## src/pkg/pfpc_pkg.sv

```systemverilog
package pfpc_pkg;

	// ==========================================================
	// port geometry
	localparam int unsigned PIN_COUNT = 8;
	localparam int unsigned DATA_W = 32;
	localparam int unsigned DECODE_W = 8;

	// ==========================================================
	// register byte offsets
	localparam logic [7:0] OFS_PIN_LEVEL = 8'h00;
	localparam logic [7:0] OFS_OUTPUT_ENABLE = 8'h04;
	localparam logic [7:0] OFS_FUNC_SEL_ONE = 8'h08;
	localparam logic [7:0] OFS_FUNC_SEL_TWO = 8'h0c;
	localparam logic [7:0] OFS_FUNC_SEL_THREE = 8'h10;
	localparam logic [7:0] OFS_FUNC_SEL_FOUR = 8'h14;
	localparam logic [7:0] OFS_DRIVE_TYPE = 8'h28;
	localparam logic [7:0] OFS_INPUT_ENABLE = 8'h38;

	// ==========================================================
	// writable bits and reset values
	localparam logic [7:0] MASK_FULL = 8'hff;
	localparam logic [7:0] MASK_FUNC_SEL_TWO = 8'hf0;
	localparam logic [7:0] MASK_FUNC_SEL_FOUR = 8'he6;
	localparam logic [7:0] RESET_REG = 8'h00;
	localparam logic [23:0] READ_ZERO_HIGH = 24'h000000;

	// ==========================================================
	// peripheral signal bit positions
	localparam int unsigned BIT_ENCODER_PHASE_A = 7;
	localparam int unsigned BIT_ENCODER_PHASE_B = 6;
	localparam int unsigned BIT_ENCODER_INDEX = 5;
	localparam int unsigned BIT_EXTERNAL_INTERRUPT_ZERO = 4;
	localparam int unsigned BIT_UART_TERMINAL_READY = 7;
	localparam int unsigned BIT_UART_SET_READY = 6;
	localparam int unsigned BIT_UART_RING_INDICATE = 5;
	localparam int unsigned BIT_UART_CARRIER_DETECT = 4;
	localparam int unsigned BIT_UART_REQUEST_TO_SEND = 3;
	localparam int unsigned BIT_UART_RECEIVE_LINE = 2;
	localparam int unsigned BIT_UART_TRANSMIT_LINE = 1;
	localparam int unsigned BIT_UART_CLEAR_TO_SEND = 0;
	localparam int unsigned BIT_SERIAL_OUT_OR_I2C_DATA = 7;
	localparam int unsigned BIT_SERIAL_IN_OR_I2C_CLOCK = 6;
	localparam int unsigned BIT_SYNCHRONOUS_SERIAL_CLOCK = 5;
	localparam int unsigned BIT_INFRARED_RECEIVE = 2;
	localparam int unsigned BIT_INFRARED_TRANSMIT = 1;

	// ==========================================================
	// bus encodings
	localparam logic [1:0] HTRANS_IDLE = 2'h0;
	localparam logic [1:0] HRESP_OKAY = 2'h0;

	// ==========================================================
	// per-pin signal source, one-hot
	typedef enum logic [4:0] {
		SRC_PORT = 5'h01,
		SRC_ANALOG = 5'h02,
		SRC_FUNC_TWO = 5'h04,
		SRC_FUNC_THREE = 5'h08,
		SRC_FUNC_FOUR = 5'h10
	} pfpc_src_t;

endpackage

```

## src/verilog/pfpc_top.sv

```systemverilog
// Implementation choices: the register addresses and the AHB-Lite register port.
`timescale 1ns/100ps
`default_nettype none

module pfpc_top (
	input wire logic ref_clk,
	input wire logic reset_n,
	input wire logic hsel,
	input wire logic [31:0] haddr,
	input wire logic [1:0] htrans,
	input wire logic hwrite,
	input wire logic [2:0] hsize,
	input wire logic [31:0] hwdata,
	input wire logic hready,
	output logic [31:0] hrdata,
	output logic hreadyout,
	output logic hresp,
	input wire logic [pfpc_pkg::PIN_COUNT-1:0] pin_in,
	output logic [pfpc_pkg::PIN_COUNT-1:0] pin_out,
	output logic [pfpc_pkg::PIN_COUNT-1:0] pin_oe,
	output logic [pfpc_pkg::PIN_COUNT-1:0] analog_select,
	input wire logic [pfpc_pkg::PIN_COUNT-1:0] func_two_out,
	input wire logic [pfpc_pkg::PIN_COUNT-1:0] func_two_oe,
	output logic [pfpc_pkg::PIN_COUNT-1:0] func_two_in,
	input wire logic [pfpc_pkg::PIN_COUNT-1:0] func_three_out,
	input wire logic [pfpc_pkg::PIN_COUNT-1:0] func_three_oe,
	output logic [pfpc_pkg::PIN_COUNT-1:0] func_three_in,
	input wire logic [pfpc_pkg::PIN_COUNT-1:0] func_four_out,
	input wire logic [pfpc_pkg::PIN_COUNT-1:0] func_four_oe,
	output logic [pfpc_pkg::PIN_COUNT-1:0] func_four_in
);
	import pfpc_pkg::*;

	// ==========================================================
	// bus slave state
	logic wr_pend_q;
	logic [DECODE_W-1:0] wr_addr_q;
	logic [DATA_W-1:0] hrdata_q;
	logic hreadyout_q;
	logic hresp_q;
	logic addr_valid;
	logic [DECODE_W-1:0] rd_mux;

	// ==========================================================
	// configuration registers
	logic [7:0] out_en_q, out_en_d;
	logic [7:0] fsel1_q, fsel1_d;
	logic [7:0] fsel2_q, fsel2_d;
	logic [7:0] fsel3_q, fsel3_d;
	logic [7:0] fsel4_q, fsel4_d;
	logic [7:0] drive_q, drive_d;
	logic [7:0] level_q, level_d;
	logic [7:0] in_en_q, in_en_d;

	// ==========================================================
	// pin outputs
	logic [PIN_COUNT-1:0] pin_out_q, pin_out_d;
	logic [PIN_COUNT-1:0] pin_oe_q, pin_oe_d;
	logic [PIN_COUNT-1:0] analog_q, analog_d;
	logic [PIN_COUNT-1:0] f2_in_q, f2_in_d;
	logic [PIN_COUNT-1:0] f3_in_q, f3_in_d;
	logic [PIN_COUNT-1:0] f4_in_q, f4_in_d;
	logic [PIN_COUNT-1:0] port_mode;
	logic [PIN_COUNT-1:0] pin_seen;
	logic [PIN_COUNT-1:0] port_push;
	pfpc_src_t src_sel [PIN_COUNT];

	assign addr_valid = hsel && hready && (htrans[1] != HTRANS_IDLE[1]);

	// ==========================================================
	// address phase capture
	always_ff @(posedge ref_clk) begin
		if (!reset_n) begin
			wr_pend_q <= 1'b0;
			wr_addr_q <= 8'h00;
			hreadyout_q <= 1'b1;
			hresp_q <= 1'b0;
		end else begin
			wr_pend_q <= addr_valid && hwrite;
			wr_addr_q <= haddr[DECODE_W-1:0];
			hreadyout_q <= 1'b1;
			hresp_q <= HRESP_OKAY[0];
		end
	end

	// ==========================================================
	// register write, masked to the writable bits
	always_comb begin
		out_en_d = out_en_q;
		fsel1_d = fsel1_q;
		fsel2_d = fsel2_q;
		fsel3_d = fsel3_q;
		fsel4_d = fsel4_q;
		drive_d = drive_q;
		level_d = level_q;
		in_en_d = in_en_q;
		if (wr_pend_q) begin
			case (wr_addr_q)
				OFS_OUTPUT_ENABLE: out_en_d = hwdata[7:0] & MASK_FULL;
				OFS_FUNC_SEL_ONE: fsel1_d = hwdata[7:0] & MASK_FULL;
				OFS_FUNC_SEL_TWO: fsel2_d = hwdata[7:0] & MASK_FUNC_SEL_TWO;
				OFS_FUNC_SEL_THREE: fsel3_d = hwdata[7:0] & MASK_FULL;
				OFS_FUNC_SEL_FOUR: fsel4_d = hwdata[7:0] & MASK_FUNC_SEL_FOUR;
				OFS_DRIVE_TYPE: drive_d = hwdata[7:0] & MASK_FULL;
				OFS_PIN_LEVEL: level_d = hwdata[7:0] & MASK_FULL;
				OFS_INPUT_ENABLE: in_en_d = hwdata[7:0] & MASK_FULL;
				default: ;
			endcase
		end
	end

	always_ff @(posedge ref_clk) begin
		if (!reset_n) begin
			out_en_q <= RESET_REG;
			fsel1_q <= RESET_REG;
			fsel2_q <= RESET_REG;
			fsel3_q <= RESET_REG;
			fsel4_q <= RESET_REG;
			drive_q <= RESET_REG;
			level_q <= RESET_REG;
			in_en_q <= RESET_REG;
		end else begin
			out_en_q <= out_en_d;
			fsel1_q <= fsel1_d;
			fsel2_q <= fsel2_d;
			fsel3_q <= fsel3_d;
			fsel4_q <= fsel4_d;
			drive_q <= drive_d;
			level_q <= level_d;
			in_en_q <= in_en_d;
		end
	end

	// ==========================================================
	// read mux; uses next values so a read right after a write sees it
	always_comb begin
		case (haddr[DECODE_W-1:0])
			OFS_PIN_LEVEL: rd_mux = (level_d & port_mode & out_en_d) | pin_seen;
			OFS_OUTPUT_ENABLE: rd_mux = out_en_d;
			OFS_FUNC_SEL_ONE: rd_mux = fsel1_d;
			OFS_FUNC_SEL_TWO: rd_mux = fsel2_d;
			OFS_FUNC_SEL_THREE: rd_mux = fsel3_d;
			OFS_FUNC_SEL_FOUR: rd_mux = fsel4_d;
			OFS_DRIVE_TYPE: rd_mux = drive_d;
			OFS_INPUT_ENABLE: rd_mux = in_en_d;
			default: rd_mux = 8'h00;
		endcase
	end

	always_ff @(posedge ref_clk) begin
		if (!reset_n) begin
			hrdata_q <= 32'h00000000;
		end else if (addr_valid && !hwrite) begin
			hrdata_q <= {READ_ZERO_HIGH, rd_mux};
		end
	end

	// ==========================================================
	// per-pin source selection and driver
	for (genvar n = 0; n < PIN_COUNT; n++) begin : g_pin
		logic drv_level;
		logic drv_en;

		assign src_sel[n] = fsel1_q[n] ? SRC_ANALOG :
			fsel2_q[n] ? SRC_FUNC_TWO :
			fsel3_q[n] ? SRC_FUNC_THREE :
			fsel4_q[n] ? SRC_FUNC_FOUR : SRC_PORT;

		always_comb begin
			case (src_sel[n])
				SRC_PORT: begin
					drv_level = level_q[n];
					drv_en = out_en_q[n];
				end
				SRC_FUNC_TWO: begin
					drv_level = func_two_out[n];
					drv_en = out_en_q[n] && func_two_oe[n];
				end
				SRC_FUNC_THREE: begin
					drv_level = func_three_out[n];
					drv_en = out_en_q[n] && func_three_oe[n];
				end
				SRC_FUNC_FOUR: begin
					drv_level = func_four_out[n];
					drv_en = out_en_q[n] && func_four_oe[n];
				end
				default: begin
					drv_level = 1'b0;
					drv_en = 1'b0;
				end
			endcase
		end

		// open-drain drives low only, releases for high
		assign pin_out_d[n] = drive_q[n] ? 1'b0 : drv_level;
		assign pin_oe_d[n] = drv_en && (!drive_q[n] || !drv_level);
		assign analog_d[n] = (src_sel[n] == SRC_ANALOG);
		assign port_mode[n] = (src_sel[n] == SRC_PORT);
		assign pin_seen[n] = pin_in[n] && in_en_q[n] && !(out_en_q[n] && port_mode[n]);
		assign f2_in_d[n] = pin_in[n] && in_en_q[n] && (src_sel[n] == SRC_FUNC_TWO);
		assign f3_in_d[n] = pin_in[n] && in_en_q[n] && (src_sel[n] == SRC_FUNC_THREE);
		assign f4_in_d[n] = pin_in[n] && in_en_q[n] && (src_sel[n] == SRC_FUNC_FOUR);
	end

	always_ff @(posedge ref_clk) begin
		if (!reset_n) begin
			pin_out_q <= 8'h00;
			pin_oe_q <= 8'h00;
			analog_q <= 8'h00;
			f2_in_q <= 8'h00;
			f3_in_q <= 8'h00;
			f4_in_q <= 8'h00;
		end else begin
			pin_out_q <= pin_out_d;
			pin_oe_q <= pin_oe_d;
			analog_q <= analog_d;
			f2_in_q <= f2_in_d;
			f3_in_q <= f3_in_d;
			f4_in_q <= f4_in_d;
		end
	end

	assign hrdata = hrdata_q;
	assign hreadyout = hreadyout_q;
	assign hresp = hresp_q;
	assign pin_out = pin_out_q;
	assign pin_oe = pin_oe_q;
	assign analog_select = analog_q;
	assign func_two_in = f2_in_q;
	assign func_three_in = f3_in_q;
	assign func_four_in = f4_in_q;

	// push-pull port pins show the level register one edge later
	assign port_push = out_en_q & ~drive_q & port_mode;
endmodule

`default_nettype wire

```

## config.mk

```make
export PLATFORM = sky130hd
export DESIGN_NAME = pfpc_top
export DESIGN_NICKNAME = d
export VERILOG_FILES = /design/src/pkg/pfpc_pkg.sv /design/src/verilog/pfpc_top.sv
export SDC_FILE = /design/constraint.sdc
export NUM_CORES = 1
export LEC_CHECK = 0
export BUFFER_PORTS_ARGS = -buffer_cell sky130_fd_sc_hd__clkbuf_2
export CORE_UTILIZATION = 40
export CTS_CLUSTER_DIAMETER = 120
export DETAILED_ROUTE_END_ITERATION = 10
export PLACE_DENSITY = 0.72
export SLEW_MARGIN = 5
export SYNTH_ARGS = -nofsm -noshare
export SYNTH_HDL_FRONTEND = slang
export SYNTH_SLANG_ARGS = --single-unit
```

## constraint.sdc

```tcl
create_clock -name ref_clk -period 2.4 [get_ports ref_clk]
set_input_delay 0.24 -clock ref_clk [delete_from_list [all_inputs] [get_ports ref_clk]]
set_output_delay 0.24 -clock ref_clk [all_outputs]
set_load 0.005 [all_outputs]
```

# After elaboration in Yosys (flattened, before gate mapping)
# Cells that the tools add are included.
[totals]
in_bits = 130
output_inout_bits = 82
regBits = 129
wordCells = 274
[classes]
n_reduce_logical = 127
mux = 65
n_eq_ne = 54
bitwise = 4
[op_table]
columns = ["op", "count"]
rows = [
  ["$mux 5", 32],
  ["$mux 8", 16],
  ["$logic_and 1x1->1", 84],
  ["$pmux 1 s4", 16],
  ["$pmux 8 s8", 1],
  ["$eq 5x1->1 const B", 8],
  ["$eq 5x2->1 const B", 8],
  ["$eq 5x3->1 const B", 8],
  ["$eq 5x4->1 const B", 8],
  ["$eq 5x5->1 const B", 8],
  ["$eq 8x4->1 const B", 4],
  ["$eq 8x5->1 const B", 4],
  ["$eq 8x6->1 const B", 4],
  ["$logic_not 1->1", 25],
  ["$and 8x8->8", 2],
  ["$eq 8x3->1 const B", 2],
  ["$logic_not 8->1", 2],
  ["$reduce_or 2->1", 8],
  ["$logic_or 1x1->1", 8],
  ["$or 8x8->8", 1],
  ["$not 1->1", 1],
]

# Longest topological paths before layout
[depth]
ltp_word = 10
mapped_depth = 8
depth_no_buf = 6

# Least setup slack after synthesis
# Ideal clock, no wire load.
[synth_timing]
path_kind = "register to register"
from = "reg wr_addr_q[2]"
to = "reg hrdata_q[3], in the netlist hrdata[3]"
slack_ns = 0.475
t_arrival_ns = 1.805
path_buffers = 1
setup_time_ns = 0.121
period_less_slack_ns = 1.925
required_time_ns = 2.279
stages_incl_launch_ff = 8
cell_sequence = "dfxtp_1 -> buf_6 -> nor3_4 -> nand4_4 -> mux2_4 -> a221o_1 -> nor4_1 -> o21bai_1"
[synth_via]
elab_chain_len = 7
word_cells_on_any_way = 28
cone_classes = "eq/ne (7); mux (17); bitwise (3); reduce/logical (1)"
[synth_rtl]
columns = ["element", "line_no", "rtl"]
rows = [
  ["from (decl)", "pfpc_top.sv:37", "logic [DECODE_W-1:0] wr_addr_q;"],
  ["from (signal assigned)", "pfpc_top.sv:80", "wr_addr_q <= haddr[DECODE_W-1:0];"],
  ["$logic_not 8->1", "pfpc_top.sv:98", "case (wr_addr_q)"],
  ["$mux 8", "pfpc_top.sv:98", ""],
  ["$mux 8", "pfpc_top.sv:97", "if (wr_pend_q) begin"],
  ["$and 8x8->8 (2 in series)", "pfpc_top.sv:138", "OFS_PIN_LEVEL: rd_mux = (level_d & port_mode & out_en_d) | pin_seen;"],
  ["$or 8x8->8", "pfpc_top.sv:138", ""],
  ["$pmux 8 s8 *", "pfpc_top.sv:137", "case (haddr[DECODE_W-1:0])"],
  ["to (signal assigned)", "pfpc_top.sv:154", "hrdata_q <= {READ_ZERO_HIGH, rd_mux};"],
  ["to (decl)", "pfpc_top.sv:38", "logic [DATA_W-1:0] hrdata_q;"],
]
# Every way passes the cells marked *; elsewhere a longest branch is shown, timed or not.
# A chain may end at the register's enable or synchronous reset.

# Worst setup path in the final report
[layout_timing]
from = "reg wr_addr_q[3]"
to = "reg hrdata_q[2], in the netlist hrdata[2]"
# Same word-level chain as after synthesis.

==> impl_summary.log <==
[metrics] total congestion overflow: 0
[metrics] run status: complete, but fails checks
[metrics] startpoint of the worst register-to-register path: wr_addr_q[3]$_SDFF_PN0_
[metrics] clock edge transition at the registers on the reported setup and hold paths: 0.05 ns
[metrics] drt first-iter violations: 394
[metrics] count of cells along the worst register-to-register path: 7
[metrics] number of global-route vias before repair: 4880
[metrics] sequential element share of the synthesized area: 0.426
[metrics] antenna viol nets, final: 0
[metrics] wire length of the first global-routing pass: 25400 um
[metrics] area leader, netlist: sky130_fd_sc_hd__dfxtp_1
[metrics] share of synthesized registers carrying an async set or reset: 0
[metrics] static power due to leakage: 3.37 nW
[metrics] netlist area before placement: 6060 sq um
[metrics] via count: 5191
[metrics] Die Outline Area: 15600 sq um
[metrics] count of synthesis-stage warnings from yosys: 0
[metrics] endpoint of the most critical setup path: hrdata[2]$_SDFFE_PN0P_
[metrics] effective utilization at floorplan: 0.414
[metrics] Critical Path Source Type: register
[metrics] flop and latch count out of synthesis: 129
[metrics] unrepaired setup endpoints after global routing: no
[metrics] sum of negative setup slack: 0 ns
[metrics] largest fanout of any net on the critical path: 8
[metrics] master cell of the clock root buffer: sky130_fd_sc_hd__clkbuf_16
[metrics] Worst Setup Path Type: register to register
[metrics] WL/cell: 16.1 um
[metrics] fraction of layout instances using a drive strength above 1: 0.249
[metrics] area grow syn2layout: 23.0%
[metrics] classification of the worst-slack hold path: input pin to register
[metrics] endpoint class of the critical path: register
[metrics] minimum period implied by the final worst setup slack: 2.24 ns
[metrics] Syn Inst Count: 649
[metrics] horizontal die dimension: 125 um
[metrics] top cell type's share of synthesized area: 0.426
[metrics] initial antenna violation count: 0
[metrics] pin count of the biggest net entering global routing: 45
[metrics] final RePlAce weighted congestion: 0.845
[metrics] # Max-Cap Violations: 0
[metrics] Worst-Skew Late Latency: 0.42 ns
[metrics] hold buffers post-CTS: 0
[metrics] CTS Buf Count: 17
[metrics] aggregate global-route resource usage: 0.208
[metrics] Layout Skew: 0.00756 ns
[metrics] number of placed instances, taps included: 957
[metrics] worst rel slew slack: 0.623
[metrics] Port Buffer Count: 133
[metrics] violated checks: DRC
[metrics] cell with the most instances after synthesis: sky130_fd_sc_hd__dfxtp_1
[metrics] CTS max path bufs: 2
[metrics] leading post-synthesis cells by cell area: sky130_fd_sc_hd__dfxtp_1 43%, sky130_fd_sc_hd__mux2i_1 13%, sky130_fd_sc_hd__nor2b_1 6.4%
[metrics] final setup violating endpoints: 0
[metrics] Placeable Area: 14600 sq um
[metrics] number of sinks on the clock net: 129
[metrics] setup slack, reg-to-reg: 0.16 ns
[metrics] library cells used by synthesis: 66
[metrics] predominant post-synthesis flop cell: sky130_fd_sc_hd__dfxtp_1
[metrics] ratio of routed vias to standard cells: 5.25
[metrics] Detailed Routing Iterations Pass 1: 8
[metrics] Max rail drop VDD: 0.000515 V
[metrics] data arrival time of the critical path: 2.54 ns
[metrics] Reg2Reg Capture Point: hrdata[2]$_SDFFE_PN0P_
[metrics] top-level port count: 212
[metrics] final count of hold timing violations: 0
[metrics] most used standard cells in the synthesized netlist: 129 x sky130_fd_sc_hd__dfxtp_1, 76 x sky130_fd_sc_hd__mux2i_1, 62 x sky130_fd_sc_hd__nor2b_1, 39 x sky130_fd_sc_hd__nand2_1, 38 x sky130_fd_sc_hd__nor2_1
[metrics] die span in y: 125 um
[metrics] diode insertion count for antenna repair: 0
[metrics] placed wire-length estimate after detailed placement: 11500 um
[metrics] maximum operating frequency: 0.447 GHz
[metrics] transition time at the pin with the least slew margin: 0.563 ns
[metrics] part of the cycle the worst path needs: 0.932
[metrics] non-filler cells, final: 988
[metrics] final wirelength: 15900 um
[metrics] Filler Cell Count: 1436
[metrics] cell area power density: 631 nW/um^2
[metrics] number of max-slew violations in the final report: 0
[metrics] EDFF count, synth: 0
[metrics] required arrival time at the worst endpoint: 2.71 ns
[metrics] crit path from: wr_addr_q[3]$_SDFF_PN0_
[metrics] Max H-tree Level: 4
[metrics] standard-cell row count: 44
[metrics] per-instance average area after synthesis: 9.33 sq um
[metrics] remaining routing DRC violations: 24
[metrics] clock tree from TritonCTS: yes
[metrics] Total Nets Final: 922
-- metrics by stage --
stage                     hold slack (ns)  total power [W]  instance area [sq um]   util  worst slack [ns]
after global routing               0.0568          0.00485                   7450  0.509            0.0289
after CTS                          0.0470          0.00472                   7430  0.508             0.118
after floorplan                     0.354          0.00233                   6150      -             0.475
final                              0.0549          0.00470                   7450  0.509             0.162
after global placement              0.449          0.00241                   6900  0.471             0.171
after detailed placement            0.446          0.00241                   6900  0.471             0.136
-- layout by cell type, fill, tap and decap left out, types with 3 or more instances in the layout --
cell / count
sky130_fd_sc_hd__o21ai_0: 28
sky130_fd_sc_hd__nor4b_1: 14
sky130_fd_sc_hd__clkbuf_16: 17
sky130_fd_sc_hd__and4_1: 3
sky130_fd_sc_hd__nand3_1: 23
sky130_fd_sc_hd__mux2_2: 5
sky130_fd_sc_hd__a21oi_1: 17
sky130_fd_sc_hd__o221ai_1: 3
sky130_fd_sc_hd__nand2b_1: 3
sky130_fd_sc_hd__and2_1: 27
sky130_fd_sc_hd__nand2_1: 39
sky130_fd_sc_hd__nor2b_1: 62
sky130_fd_sc_hd__o22ai_1: 13
sky130_fd_sc_hd__nor2_1: 38
sky130_fd_sc_hd__clkbuf_2: 133
sky130_fd_sc_hd__a31oi_1: 7
sky130_fd_sc_hd__conb_1: 26
sky130_fd_sc_hd__nor4_1: 13
sky130_fd_sc_hd__buf_4: 21
sky130_fd_sc_hd__clkinv_2: 4
sky130_fd_sc_hd__nor3b_1: 6
sky130_fd_sc_hd__mux2i_1: 76
sky130_fd_sc_hd__dfxtp_1: 129
sky130_fd_sc_hd__clkbuf_1: 4
sky130_fd_sc_hd__clkbuf_8: 5
sky130_fd_sc_hd__and3_1: 19
sky130_fd_sc_hd__inv_1: 12
-- area by class of cell --
cell class	count	area [sq um]	area share
timing repair buffer	155	843	0.113
clock buffer	26	509	0.0684
tap	184	230	0.0309
inverter	12	45.0	0.00605
sequential	129	2580	0.347
clock inverter	5	27.5	0.00370
multi-input combinational	477	3210	0.431
-- power breakdown --
part	switching, W	internal, W
Combinational	0.000111	0.0000925
Clock	0.000891	0.00144
Sequential	0.0000117	0.00215
Total	0.00101	0.00369
-- critical path, cell delays in order (launching register included) --
cell and delay (ns):
sky130_fd_sc_hd__dfxtp_1 0.33, sky130_fd_sc_hd__nor4b_4 0.55, sky130_fd_sc_hd__nand3_1 0.25, sky130_fd_sc_hd__buf_4 0.23
sky130_fd_sc_hd__and3_1 0.18, sky130_fd_sc_hd__o211ai_1 0.17, sky130_fd_sc_hd__o211ai_1 0.12, sky130_fd_sc_hd__o311a_1 0.30
-- what timing repair did --
action	4_1_cts	5_1_grt
setup buffers	0	0
endpoints found under the hold margin	0	0
setup endpoints to repair	0	3
resized for setup	0	2
-- per-layer routing --
layer / part of all wire / global-route usage
met1: 0.44 / 0.260
met2: 0.47 / 0.347
met3: 0.063 / 0.0454
met4: 0.021 / 0.0811
met5: 0 / 0
-- flip-flops by register name, indices dropped and copies added, names as in the netlist --
name / cells
func_two_in: 8
wr_addr_q: 8
fsel1_q: 8
func_three_in: 8
analog_select: 8
pin_out: 8
level_q: 8
out_en_q: 8
wr_pend_q: 1
func_four_in: 8
pin_oe: 8
drive_q: 8
hrdata: 8
in_en_q: 8
fsel2_q: 8
fsel3_q: 8
fsel4_q: 8
-- worst min path at each step --
stage	startpoint	end	slack (ns)	depth (start not counted)
2_1_floorplan	hwrite	wr_pend_q$_SDFF_PN0_	0.35	2
3_3_place_gp	drive_q[7]$_SDFF_PN0_	pin_out[7]$_SDFF_PP0_	0.45	1
3_5_place_dp	drive_q[7]$_SDFF_PN0_	pin_out[7]$_SDFF_PP0_	0.45	1
4_1_cts	hwrite	wr_pend_q$_SDFF_PN0_	0.05	3
5_1_grt	hwrite	wr_pend_q$_SDFF_PN0_	0.06	3
6_report	hwrite	wr_pend_q$_SDFF_PN0_	0.05	3
-- cells by family after synthesis --
| family | Yosys count | share of synthesized area |
|---|---|---|
| muxes | 83 | 0.139 |
| DFF | 129 | 0.426 |
| buffers and inverters | 67 | 0.0607 |
| AOI/OAI and AO/OA | 96 | 0.102 |
| and+or+nand+nor | 272 | 0.270 |
| other | 2 | 0.00124 |
Note: power is estimated with default switching activity, not from simulation.
